`config.mk`:
```
export PLATFORM = sky130hd
export DESIGN_NAME = dma_channel_block_sequencer
export DESIGN_NICKNAME = d
export VERILOG_FILES = /design/src/shared/dma_seq_pkg.sv /design/src/design/dma_channel_block_sequencer.sv
export SDC_FILE = /design/constraint.sdc
export NUM_CORES = 1
export LEC_CHECK = 0
export BUFFER_PORTS_ARGS = -buffer_cell sky130_fd_sc_hd__buf_2
export CORE_ASPECT_RATIO = 1.5
export CORE_MARGIN = 5
export CORE_UTILIZATION = 54
export CTS_CLUSTER_DIAMETER = 100
export DETAILED_ROUTE_END_ITERATION = 16
export PLACE_DENSITY = 0.87
export SLEW_MARGIN = 25
export SYNTH_ARGS = -nofsm -noshare
export SYNTH_HDL_FRONTEND = slang
export SYNTH_SLANG_ARGS = --single-unit
```
`constraint.sdc`:
```
create_clock -name ref_clk -period 2.7 [get_ports ref_clk]
set_input_delay 0.405 -clock ref_clk [delete_from_list [all_inputs] [get_ports ref_clk]]
set_output_delay 0.405 -clock ref_clk [all_outputs]
set_load 0.05 [all_outputs]
```
`src/shared/dma_seq_pkg.sv`:
```
// shared constants and types for the dma channel block sequencer
// assumes a single clock domain and a simple strobe register port
package dma_seq_pkg;
    // register offsets (byte addresses, one 16-bit register every 4 bytes)
    localparam logic [7:0] OFF_CONTROL   = 8'h00;
    localparam logic [7:0] OFF_REQUEST   = 8'h04;
    localparam logic [7:0] OFF_START_A   = 8'h08;
    localparam logic [7:0] OFF_START_B   = 8'h0c;
    localparam logic [7:0] OFF_PERIPH    = 8'h10;
    localparam logic [7:0] OFF_COUNT     = 8'h14;
    localparam logic [7:0] OFF_COLLISION = 8'h18;
    localparam logic [7:0] OFF_STATUS    = 8'h1c;
    // control field positions
    localparam int CTL_ENABLE = 15;
    localparam int CTL_SIZE   = 14;
    localparam int CTL_DIR    = 13;
    localparam int CTL_HALF   = 12;
    localparam int CTL_NULL_WRITE_ENABLE  = 11;
    localparam int CTL_ADDRESSING_MODE  = 4;
    localparam int CTL_MODE   = 0;
    localparam int REQ_FORCE  = 15;
    localparam logic [15:0] CTL_MASK   = 16'hf833;
    localparam logic [15:0] REQ_MASK   = 16'h007f;
    localparam logic [9:0]  COUNT_MASK = 10'h3ff;
    localparam logic [15:0] RESET_VAL  = 16'h0000;
    localparam logic [1:0]  AM_POSTINC = 2'h0;
    localparam logic [1:0]  AM_CONST   = 2'h1;
    localparam logic [1:0]  AM_PERIND  = 2'h2;
    localparam logic [3:0]  TRAP_LEVEL = 4'ha;

    typedef enum logic [1:0] {IDLE, XFER, NULLWR} phase_t;

    typedef struct packed {
        logic [7:0]  addr;
        logic [15:0] wdata;
        logic        wr;
        logic        rd;
    } regbus_t;

    typedef struct packed {
        logic [15:0] ramAddr;
        logic        ramWr;
        logic        ramRd;
        logic [15:0] perAddr;
        logic        perWr;
        logic        perRd;
        logic        perNull;
    } xfer_t;

    typedef struct packed {
        logic [15:0] control;
        logic [15:0] request;
        logic [15:0] startA;
        logic [15:0] startB;
        logic [15:0] periph;
        logic [9:0]  count;
        logic [15:0] ramAddr;
        logic [9:0]  done;
        logic        pong;
        logic        forcePend;
        logic        reqPend;
        logic        irq;
        logic        ramCol;
        logic        perCol;
        phase_t      phase;
        logic [15:0] rdata;
        xfer_t       xfer;
    } state_t;
endpackage : dma_seq_pkg

```
`src/design/dma_channel_block_sequencer.sv`:
```
// one dma channel: registers, block sequencing, force, collisions
// assumes ram/peripheral data paths are outside; this block issues addresses
//
// The implementer's own choices: the strobed register port and the address map.
`timescale 1ns/1ns
// What this block does
// null-write set, direction clear: each peripheral read also writes null data
// mode bit 0 clear: continuous, channel rearms itself at buffer end
// continuous last transfer: next ram address is the selected start address
// continuous block end: flag set if half clear; channel stays enabled
// mode bit 0 set: one-shot, channel disables itself at buffer end
// one-shot last transfer leaves ram address at last accessed location
// one-shot block end: flag set if half clear; channel always disables
// mode bit 1 set: alternate primary and secondary start addresses
// force bit on enabled channel moves exactly one element
// force bit cleared by hardware on completion, software cannot clear it
// setting force while a request is being serviced is ignored
// after a forced transfer, hardware requests trigger again
// request field bits 6:0 pick one of 128 request lines
// interrupt on full block (half clear) or half block (half set)
// channel drives its own interrupt request output
// interrupts come only from completed transfers, not peripheral errors
// cpu and channel writing same ram address same cycle is a collision
// cpu and channel writing same peripheral register is a collision
// all collisions merge into one non-maskable trap, level 10
// separate ram and peripheral collision flags kept per channel
// peripheral buffering must be disabled by software before use
// direction set: ram to peripheral; clear: peripheral to ram
// post-increment adds 2 per word, 1 per byte
// addressing mode 00 increment, 01 constant, 10 peripheral offset ored
// buffer end when elements moved reaches count plus one
// half mode raises flag when elements reach half of block length
module dma_channel_block_sequencer (
    input  wire logic                ref_clk,     // system clock
    input  wire logic                rst,         // sync reset, high
    input  wire dma_seq_pkg::regbus_t bus,        // register port
    output logic [15:0]              rdata,       // read data, next cycle
    input  wire logic [127:0]        irqLines,    // request sources
    input  wire logic [15:0]         perOffset,   // peripheral indirect offset
    input  wire logic                cpuRamWr,    // cpu ram write strobe
    input  wire logic [15:0]         cpuRamAddr,  // cpu ram write address
    input  wire logic                cpuPerWr,    // cpu peripheral write
    input  wire logic [15:0]         cpuPerAddr,  // cpu peripheral address
    output dma_seq_pkg::xfer_t       xfer,        // transfer strobes/address
    output logic                     chanIrq,     // channel interrupt pulse
    output logic                     trap,        // collision trap level
    output logic [3:0]               trapLevel    // trap priority
);
    import dma_seq_pkg::*;

    state_t s_q;
    state_t s_d;

    // =========================================================
    // helpers
    // =========================================================
    function automatic logic hit(input logic [7:0] a, input logic [7:0] o);
        hit = (a == o);
    endfunction : hit

    logic        en;
    logic        byteMode;
    logic        dirOut;
    logic        half;
    logic        oneShot;
    logic        pingPong;
    logic [1:0]  addressing_mode;
    logic [15:0] selStart;
    logic [15:0] effAddr;
    logic [15:0] step;
    logic [9:0]  doneNext;
    logic        lastXfer;
    logic        halfHit;
    logic        hwReq;
    logic        startXfer;

    always_comb begin
        en       = s_q.control[CTL_ENABLE];
        byteMode = s_q.control[CTL_SIZE];
        dirOut   = s_q.control[CTL_DIR];
        half     = s_q.control[CTL_HALF];
        oneShot  = s_q.control[CTL_MODE];
        pingPong = s_q.control[CTL_MODE+1];
        addressing_mode    = s_q.control[CTL_ADDRESSING_MODE+:2];
        selStart = s_q.pong ? s_q.startB : s_q.startA;
        step     = byteMode ? 16'h0001 : 16'h0002;
        effAddr  = (addressing_mode == AM_PERIND) ?
                   (selStart | perOffset) : s_q.ramAddr;
        if (!byteMode) begin
            effAddr[0] = 1'b0;
        end
        doneNext = s_q.done + 10'h001;
        lastXfer = (s_q.done == s_q.count);
        halfHit  = (doneNext == ({1'b0, s_q.count[9:1]} + 10'h001));
        hwReq    = irqLines[s_q.request[6:0]];
        startXfer = en && (s_q.reqPend || s_q.forcePend);
    end

    // =========================================================
    // next state
    // =========================================================
    always_comb begin
        s_d = s_q;
        s_d.irq   = 1'b0;
        s_d.rdata = 16'h0000;
        s_d.xfer  = '0;
        // latch a hardware request; forced ones latch at the request write
        if (en && hwReq && s_q.phase == IDLE) begin
            s_d.reqPend = 1'b1;
        end

        unique case (s_q.phase)
            IDLE: begin
                if (startXfer) begin
                    s_d.phase = XFER;
                end
            end
            XFER: begin
                s_d.xfer.ramAddr = effAddr;
                s_d.xfer.perAddr = s_q.periph;
                s_d.xfer.ramRd   = dirOut;
                s_d.xfer.perWr   = dirOut;
                s_d.xfer.perRd   = !dirOut;
                s_d.xfer.ramWr   = !dirOut;
                s_d.reqPend   = 1'b0;
                s_d.forcePend = 1'b0;
                s_d.request[REQ_FORCE] = 1'b0;
                s_d.done = doneNext;
                if (half && halfHit) begin
                    s_d.irq = 1'b1;
                end
                if (lastXfer) begin
                    s_d.done = 10'h000;
                    if (!half) begin
                        s_d.irq = 1'b1;
                    end
                    if (oneShot) begin
                        s_d.control[CTL_ENABLE] = 1'b0;
                    end else begin
                        // rearm from the start register of the next buffer
                        s_d.ramAddr = (pingPong && !s_q.pong) ?
                                      s_q.startB : s_q.startA;
                    end
                    if (pingPong) begin
                        s_d.pong = !s_q.pong;
                    end
                end else if (addressing_mode == AM_POSTINC) begin
                    s_d.ramAddr = s_q.ramAddr + step;
                end
                // null write rides behind a receive
                s_d.phase = (s_q.control[CTL_NULL_WRITE_ENABLE] && !dirOut) ?
                            NULLWR : IDLE;
            end
            NULLWR: begin
                s_d.xfer.perAddr = s_q.periph;
                s_d.xfer.perWr   = 1'b1;
                s_d.xfer.perNull = 1'b1;
                s_d.phase        = IDLE;
            end
            default: begin
                s_d.phase = IDLE;
            end
        endcase

        // collisions: set wins, cleared by writing zero bits
        if (bus.wr && hit(bus.addr, OFF_COLLISION)) begin
            s_d.ramCol = s_q.ramCol & bus.wdata[0];
            s_d.perCol = s_q.perCol & bus.wdata[1];
        end
        if (s_d.xfer.ramWr && cpuRamWr &&
            cpuRamAddr == s_d.xfer.ramAddr) begin
            s_d.ramCol = 1'b1;
        end
        if (s_d.xfer.perWr && cpuPerWr &&
            cpuPerAddr == s_d.xfer.perAddr) begin
            s_d.perCol = 1'b1;
        end

        // register writes
        if (bus.wr) begin
            if (hit(bus.addr, OFF_CONTROL)) begin
                s_d.control = bus.wdata & CTL_MASK;
                if (!s_q.control[CTL_ENABLE] &&
                    bus.wdata[CTL_ENABLE]) begin
                    s_d.ramAddr = s_q.startA;
                    s_d.pong    = 1'b0;
                    s_d.done    = 10'h000;
                end
            end
            if (hit(bus.addr, OFF_REQUEST)) begin
                s_d.request[6:0] = bus.wdata[6:0];
                // no effect while a request is underway
                if (bus.wdata[REQ_FORCE] && s_q.phase == IDLE &&
                    !s_q.reqPend && !s_q.forcePend) begin
                    s_d.request[REQ_FORCE] = 1'b1;
                    s_d.forcePend = 1'b1;
                end
            end
            if (hit(bus.addr, OFF_START_A)) begin
                s_d.startA = bus.wdata;
            end
            if (hit(bus.addr, OFF_START_B)) begin
                s_d.startB = bus.wdata;
            end
            if (hit(bus.addr, OFF_PERIPH)) begin
                s_d.periph = bus.wdata;
            end
            if (hit(bus.addr, OFF_COUNT)) begin
                s_d.count = bus.wdata[9:0] & COUNT_MASK;
            end
        end

        // register reads; start registers read back the live pointer
        if (bus.rd) begin
            if (hit(bus.addr, OFF_CONTROL)) begin
                s_d.rdata = s_q.control;
            end else if (hit(bus.addr, OFF_REQUEST)) begin
                s_d.rdata = s_q.request;
            end else if (hit(bus.addr, OFF_START_A) ||
                         hit(bus.addr, OFF_START_B)) begin
                s_d.rdata = s_q.ramAddr;
            end else if (hit(bus.addr, OFF_PERIPH)) begin
                s_d.rdata = s_q.periph;
            end else if (hit(bus.addr, OFF_COUNT)) begin
                s_d.rdata = {6'h00, s_q.count};
            end else if (hit(bus.addr, OFF_COLLISION)) begin
                s_d.rdata = {14'h0000, s_q.perCol, s_q.ramCol};
            end else if (hit(bus.addr, OFF_STATUS)) begin
                s_d.rdata = {s_q.pong, 5'h00, s_q.done};
            end
        end
    end

    always_ff @(posedge ref_clk) begin
        if (rst) begin
            s_q <= '0;
        end else begin
            s_q <= s_d;
        end
    end

    // =========================================================
    // outputs
    // =========================================================
    assign rdata     = s_q.rdata;
    assign xfer      = s_q.xfer;
    assign chanIrq   = s_q.irq;
    assign trap      = s_q.ramCol | s_q.perCol;
    assign trapLevel = TRAP_LEVEL;

    // =========================================================
    // assertions
    // =========================================================
    a_oneshot_disable: assert property (
        @(posedge ref_clk) disable iff (rst)
        (s_q.phase == XFER && lastXfer && oneShot && !bus.wr)
        |=> !s_q.control[CTL_ENABLE])
        else $error("one-shot channel stayed enabled");
    a_cont_rearm: assert property (
        @(posedge ref_clk) disable iff (rst)
        (s_q.phase == XFER && lastXfer && !oneShot && !pingPong && !bus.wr)
        |=> s_q.ramAddr == $past(s_q.startA))
        else $error("continuous channel did not reload start");

    a_oneshot_hold: assert property (
        @(posedge ref_clk) disable iff (rst)
        (s_q.phase == XFER && lastXfer && oneShot && !bus.wr)
        |=> $stable(s_q.ramAddr))
        else $error("one-shot last transfer moved address");
    a_full_irq: assert property (
        @(posedge ref_clk) disable iff (rst)
        (s_q.phase == XFER && lastXfer && !half) |=> chanIrq)
        else $error("block end raised no interrupt");

    a_irq_cause: assert property (
        @(posedge ref_clk) disable iff (rst)
        chanIrq |-> $past(s_q.phase) == XFER)
        else $error("interrupt without a transfer");
    a_null_follow: assert property (
        @(posedge ref_clk) disable iff (rst)
        (s_q.phase == XFER && s_q.control[CTL_NULL_WRITE_ENABLE] && !dirOut)
        |=> ##1 (xfer.perWr && xfer.perNull))
        else $error("null write missing");

    a_incr_step: assert property (
        @(posedge ref_clk) disable iff (rst)
        (s_q.phase == XFER && !lastXfer && addressing_mode == AM_POSTINC && !bus.wr)
        |=> s_q.ramAddr == $past(s_q.ramAddr) + $past(step))
        else $error("post-increment step wrong");
    a_force_clear: assert property (
        @(posedge ref_clk) disable iff (rst)
        (s_q.phase == XFER) |=> !s_q.request[REQ_FORCE])
        else $error("force bit not cleared");

    a_ram_collide: assert property (
        @(posedge ref_clk) disable iff (rst)
        (s_d.xfer.ramWr && cpuRamWr && cpuRamAddr == s_d.xfer.ramAddr)
        |=> trap ##1 trap)
        else $error("ram collision did not trap");
    a_per_collide: assert property (
        @(posedge ref_clk) disable iff (rst)
        (s_d.xfer.perWr && cpuPerWr && cpuPerAddr == s_d.xfer.perAddr)
        |=> trap)
        else $error("peripheral collision did not trap");

    a_force_ignore: assert property (
        @(posedge ref_clk) disable iff (rst)
        (bus.wr && hit(bus.addr, OFF_REQUEST) && bus.wdata[REQ_FORCE] &&
         s_q.phase != IDLE) |=> !s_q.forcePend)
        else $error("force accepted while busy");
    a_half_irq: assert property (
        @(posedge ref_clk) disable iff (rst)
        (s_q.phase == XFER && half && halfHit) |=> chanIrq)
        else $error("half block raised no interrupt");

    a_half_quiet: assert property (
        @(posedge ref_clk) disable iff (rst)
        (s_q.phase == XFER && lastXfer && half && !halfHit)
        |=> !chanIrq)
        else $error("half mode interrupted at block end");
    a_cont_enable: assert property (
        @(posedge ref_clk) disable iff (rst)
        (s_q.phase == XFER && en && lastXfer && !oneShot && !bus.wr)
        |=> s_q.control[CTL_ENABLE])
        else $error("continuous channel disabled itself");

    a_pong_flip: assert property (
        @(posedge ref_clk) disable iff (rst)
        (s_q.phase == XFER && lastXfer && pingPong && !bus.wr)
        |=> s_q.pong != $past(s_q.pong))
        else $error("ping-pong buffer did not switch");
    a_const_addr: assert property (
        @(posedge ref_clk) disable iff (rst)
        (s_q.phase == XFER && !lastXfer && addressing_mode == AM_CONST && !bus.wr)
        |=> $stable(s_q.ramAddr))
        else $error("constant address moved");

    a_null_path: assert property (
        @(posedge ref_clk) disable iff (rst)
        xfer.perNull |-> (xfer.perWr && !xfer.ramWr && !xfer.ramRd))
        else $error("null write on wrong path");
    a_dir_write: assert property (
        @(posedge ref_clk) disable iff (rst)
        xfer.ramWr |-> (xfer.perRd && !xfer.perWr))
        else $error("receive drove the peripheral");

    a_word_align: assert property (
        @(posedge ref_clk) disable iff (rst)
        (s_q.phase == XFER && !byteMode) |=> !xfer.ramAddr[0])
        else $error("word transfer on odd address");
    a_block_wrap: assert property (
        @(posedge ref_clk) disable iff (rst)
        (s_q.phase == XFER && lastXfer) |=> s_q.done == 10'h000)
        else $error("element count not restarted");

    a_hold_disabled: assert property (
        @(posedge ref_clk) disable iff (rst)
        (s_q.phase == IDLE && !en) |=> s_q.phase == IDLE)
        else $error("disabled channel started a transfer");

    c_block_end: cover property (@(posedge ref_clk) disable iff (rst)
        s_q.phase == XFER && lastXfer);
    c_forced: cover property (@(posedge ref_clk) disable iff (rst)
        s_q.forcePend ##1 s_q.phase == XFER);
    c_half_irq: cover property (@(posedge ref_clk) disable iff (rst)
        chanIrq && half);
    c_null_write: cover property (@(posedge ref_clk) disable iff (rst)
        xfer.perNull);
    c_trap: cover property (@(posedge ref_clk) disable iff (rst) $rose(trap));
endmodule : dma_channel_block_sequencer

```
==> summary.md <==
| Metric | Value |
|---|---|
| Status | `completed` |
| Vias per inst | `6.32` |
| # DRC | `0` |
| Die area | `about 21000 um^2` |
| H-tree lvl count | `4` |
| Cell Chain, Critical Path | `buf_4 -> xor2_1 -> nor4_1 -> nand3_1 -> buf_4 -> buf_4 -> a2111oi_0 -> o21ai_0 -> o211ai_1 -> a21oi_1` |
| Worst-path maximum fanout | `11` |
| Static Leak | `around 4.7 nW` |
| Top-Level Pins | `about 270` |
| Yosys warnings | `0` |
| Final count of hold timing violations | `0` |
| CTS Root Cell | `clkbuf_16` |
| Worst Tran Pin Value | `0.821 ns` |
| Min-Delay Path Class | `input port to register` |
| Final ANT Viol Nets | `0` |
| Synthesized area per cell | `8.58 um^2` |
| Sequential fraction of the synthesis area | `0.325` |
| Clock buffer depth | `2` |
| Layout cell share with drive strength beyond 1 | `0.303` |
| Reg2reg path depth | `10` |
| Port buffer count | `260` |
| WL/cell | `about 22 um` |
| Post-Route WL | `roughly 35 mm` |
| DP HPWL | `about 27 mm` |
| Final core utilization | `0.646` |
| Clk_skew | `about 0.011 ns` |
| Setup total negative slack | `0 ns` |
| Clock power share | `0.471` |
| Nets | `roughly 1600` |
| Clock tree sinks | `162` |
| P per Cell Area | `444 nW/um^2` |
| Startpoint types | `register` |
| Minimum clock period | `2.50 ns` |
| Setup crit end kind | `register` |
| Share of the synthesized area in the top cell type | `0.325` |
| FMAX | `approximately 400 MHz` |
| Combinational share of power | `0.074` |
| Worst skew pair latency | `between 0.4 and 0.5 ns` |
| Drt first pass iters | `7` |
| Yosys top cell by area | `dfxtp_1` |
| RSZ-0062 raised after global routing | `no` |
| Net Switching | `~0.0013 W` |
| GPL Wtd Cong | `1.05` |
| Fraction of registers with async set/reset | `0` |
| Int Pwr | `roughly 0.004 W` |
| Synthesized flop and latch total | `about 160` |
| Crit path kind | `register to register` |
| Buf+Inv Stages, Crit Path | `3` |
| Distinct cells, synth | `between 70 and 80` |
| Cell Area, Synth | `roughly 10000 um^2` |
| Sw frac | `0.241` |
| Hold Path Depth | `3` |
| Flop pwr share | `0.454` |
| Initial antenna violation count | `4` |
| Max Slew Vio Count | `0` |
| Worst path slowest cell | `dfxtp_1` |
| Number of CTS-inserted buffers | `17` |
| Vias | `a little over 10000` |
| Delay of the slowest critical-path stage | `between 0.4 and 0.5 ns` |
| Initial Util | `0.542` |
| Die H | `176 um` |
| FP Rows | `61` |
| Total track usage | `0.320` |
| Die Wd | `121 um` |
| Data arrival time of the critical path | `between 2 and 3 ns` |
| Non-filler instance count after layout | `between 1500 and 2000` |
| Dpl cells | `about 1600` |
| Ys flop type | `dfxtp_1` |
| Mapped Cells | `about 1200` |
| CTS Hold Bufs | `0` |
| Largest net degree at the start of global routing | `57` |
| Area growth from synthesis to layout | `19.0%` |
| Total grt overflow | `0` |
| Max-Cap Viols | `0` |
| Drt initial violations | `1282` |
| Total core area | `about 18000 um^2` |
| Vias in the first global route | `between 10000 and 15000` |
| Rel. slew slack | `0.452` |
| Post-synth EDFFs | `0` |
| First-pass GRT wire length | `between 50 and 60 mm` |
| Most used cell, CP | `buf_4` |
| WP data required | `3.00 ns` |
| Cell family with most CP delay | `compound AO/OA/AOI/OAI gates` |
| CTS tree | `built` |
| WP depth | `10` |
| Final Setup Violations | `0` |
| VDD IR-drop max | `between 0.4 and 0.5 mV` |
| Final Cycle Share | `0.925` |
| Clock transition at path regs | `roughly 0.070 ns` |
| Main area contributors after synthesis | `dfxtp_1, mux4_2, mux2i_1, buf_4, nand2_1` |
## metrics by stage
| step | hold WS (ns) | power, W | setup slack, ns | area [um^2] |
|---|---|---|---|---|
| floorplan | 0.423 | 0.00260 | 0.494 | 9980 |
| global placement | 0.443 | 0.00282 | 0.187 | 11200 |
| detailed placement | 0.468 | 0.00283 | 0.0244 | 11200 |
| CTS | 0.284 | 0.00525 | 0.00527 | 11800 |
| global route | 0.303 | 0.00539 | 0.000366 | 11900 |
| finish | 0.297 | 0.00527 | 0.201 | 11900 |
## sequential cells by signal, indices dropped and copies added (netlist names)
register and cells:
addressing_mode 2, byteMode 1, chanIrq 1, pingPong 1, half 1, dirOut 1, rdata 16, oneShot 1
s_q 100, en 1, xfer 37
## placed cells by master (no fill, tap or decap), types with 6 or more instances in the layout
cell | synthesis | final
buf_2 | 22 | 260
dfxtp_1 | 162 | 160
nand2_1 | 122 | 122
nor2_1 | 117 | 117
a21oi_1 | 85 | 85
mux2i_1 | 64 | 64
buf_4 | 64 | 51
nand3_1 | 36 | 36
o21ai_0 | 33 | 33
mux4_2 | 33 | 33
xnor2_1 | 28 | 28
xor2_1 | 24 | 24
nor3_1 | 24 | 24
a22oi_1 | 23 | 23
and2_1 | 20 | 20
clkbuf_16 | 0 | 17
nor2b_1 | 16 | 16
inv_1 | 15 | 15
nand4_1 | 15 | 15
o22ai_1 | 15 | 15
mux2_2 | 15 | 15
nand2b_1 | 11 | 11
a31oi_1 | 10 | 10
and3_1 | 9 | 9
o21a_1 | 8 | 8
o32ai_1 | 8 | 8
ha_1 | 8 | 8
nor4_1 | 7 | 7
o211ai_1 | 7 | 7
o221ai_1 | 7 | 7
or3_1 | 7 | 7
or3b_1 | 6 | 6
a2111oi_0 | 6 | 6
nand3b_1 | 6 | 6
nor4bb_1 | 6 | 6
## tightest hold or removal path: stages
cell     delay (ns)
buf_2          0.15
nand2_1        0.07
a21oi_1        0.05
## path summary, 6_finish.rpt
kind / startpoint / to / slack (ns)
setup / recovery: s_q[61]$_SDFF_PP0_ / s_q[73]$_SDFF_PP0_ / 0.20
setup reg to reg: s_q[61]$_SDFF_PP0_ / s_q[73]$_SDFF_PP0_ / 0.20
hold reg to reg: s_q[59]$_SDFF_PP0_ / s_q[59]$_SDFF_PP0_ / 0.48
hold / removal: bus[15] / s_q[110]$_SDFFE_PP0P_ / 0.30
## power groups by stage
| stage | registers (W) | clock network, W | logic [W] |
|---|---|---|---|
| after global routing | 0.00239 | 0.00258 | 0.000414 |
| after floorplan | 0.00245 | 0 | 0.000152 |
| after global placement | 0.00245 | 0 | 0.000373 |
| after detailed placement | 0.00245 | 0 | 0.000381 |
| final | 0.00239 | 0.00248 | 0.000391 |
| after CTS | 0.00239 | 0.00248 | 0.000383 |
## cells by family after synthesis
logic type | count (synthesis) | synth area share
xor+xnor | 52 | 0.0457
other cells | 2 | 0.000753
buf+inv | 153 | 0.0868
fa+ha+maj | 9 | 0.0120
flops | 162 | 0.325
simple gates | 429 | 0.214
compound gates | 243 | 0.160
mux | 112 | 0.156
## synthesized netlist by cell type, types with 7 or more instances
library cell,number
nand4_1,15
xor2_1,24
o21a_1,8
clkbuf_1,46
mux4_2,33
and2_1,20
o21ai_0,33
mux2i_1,64
and3_1,9
o211ai_1,7
inv_1,15
dfxtp_1,162
a21oi_1,85
ha_1,8
nand2_1,122
buf_2,22
or3_1,7
nor4_1,7
nand2b_1,11
o22ai_1,15
xnor2_1,28
nor2_1,117
buf_4,64
nand3_1,36
nor3_1,24
a22oi_1,23
a31oi_1,10
nor2b_1,16
o221ai_1,7
o32ai_1,8
mux2_2,15
## metal layers
layer | GRT usage | routed length (um)
met2 | 0.564 | 17300
met1 | 0.333 | 11000
met5 | 0 | 19
met3 | 0.0625 | 3560
met4 | 0.236 | 3090
## final cells by class
cell class	instances	area, um^2
Fill cell	1437	6520
Antenna cell	2	5.00
Clock inverter	13	149
Timing Repair Buffer	315	1760
Clock buffer	19	453
Multi-Input combinational cell	849	5890
Tap cell	252	315
Sequential cell	162	3250
Inverter	15	56.3
## timing repair
item                                    CTS  global route
resized for setup                         0             2
endpoints found under the setup margin    0             2
buffers inserted                          0             1
Note: power is estimated with default switching activity, not from simulation.
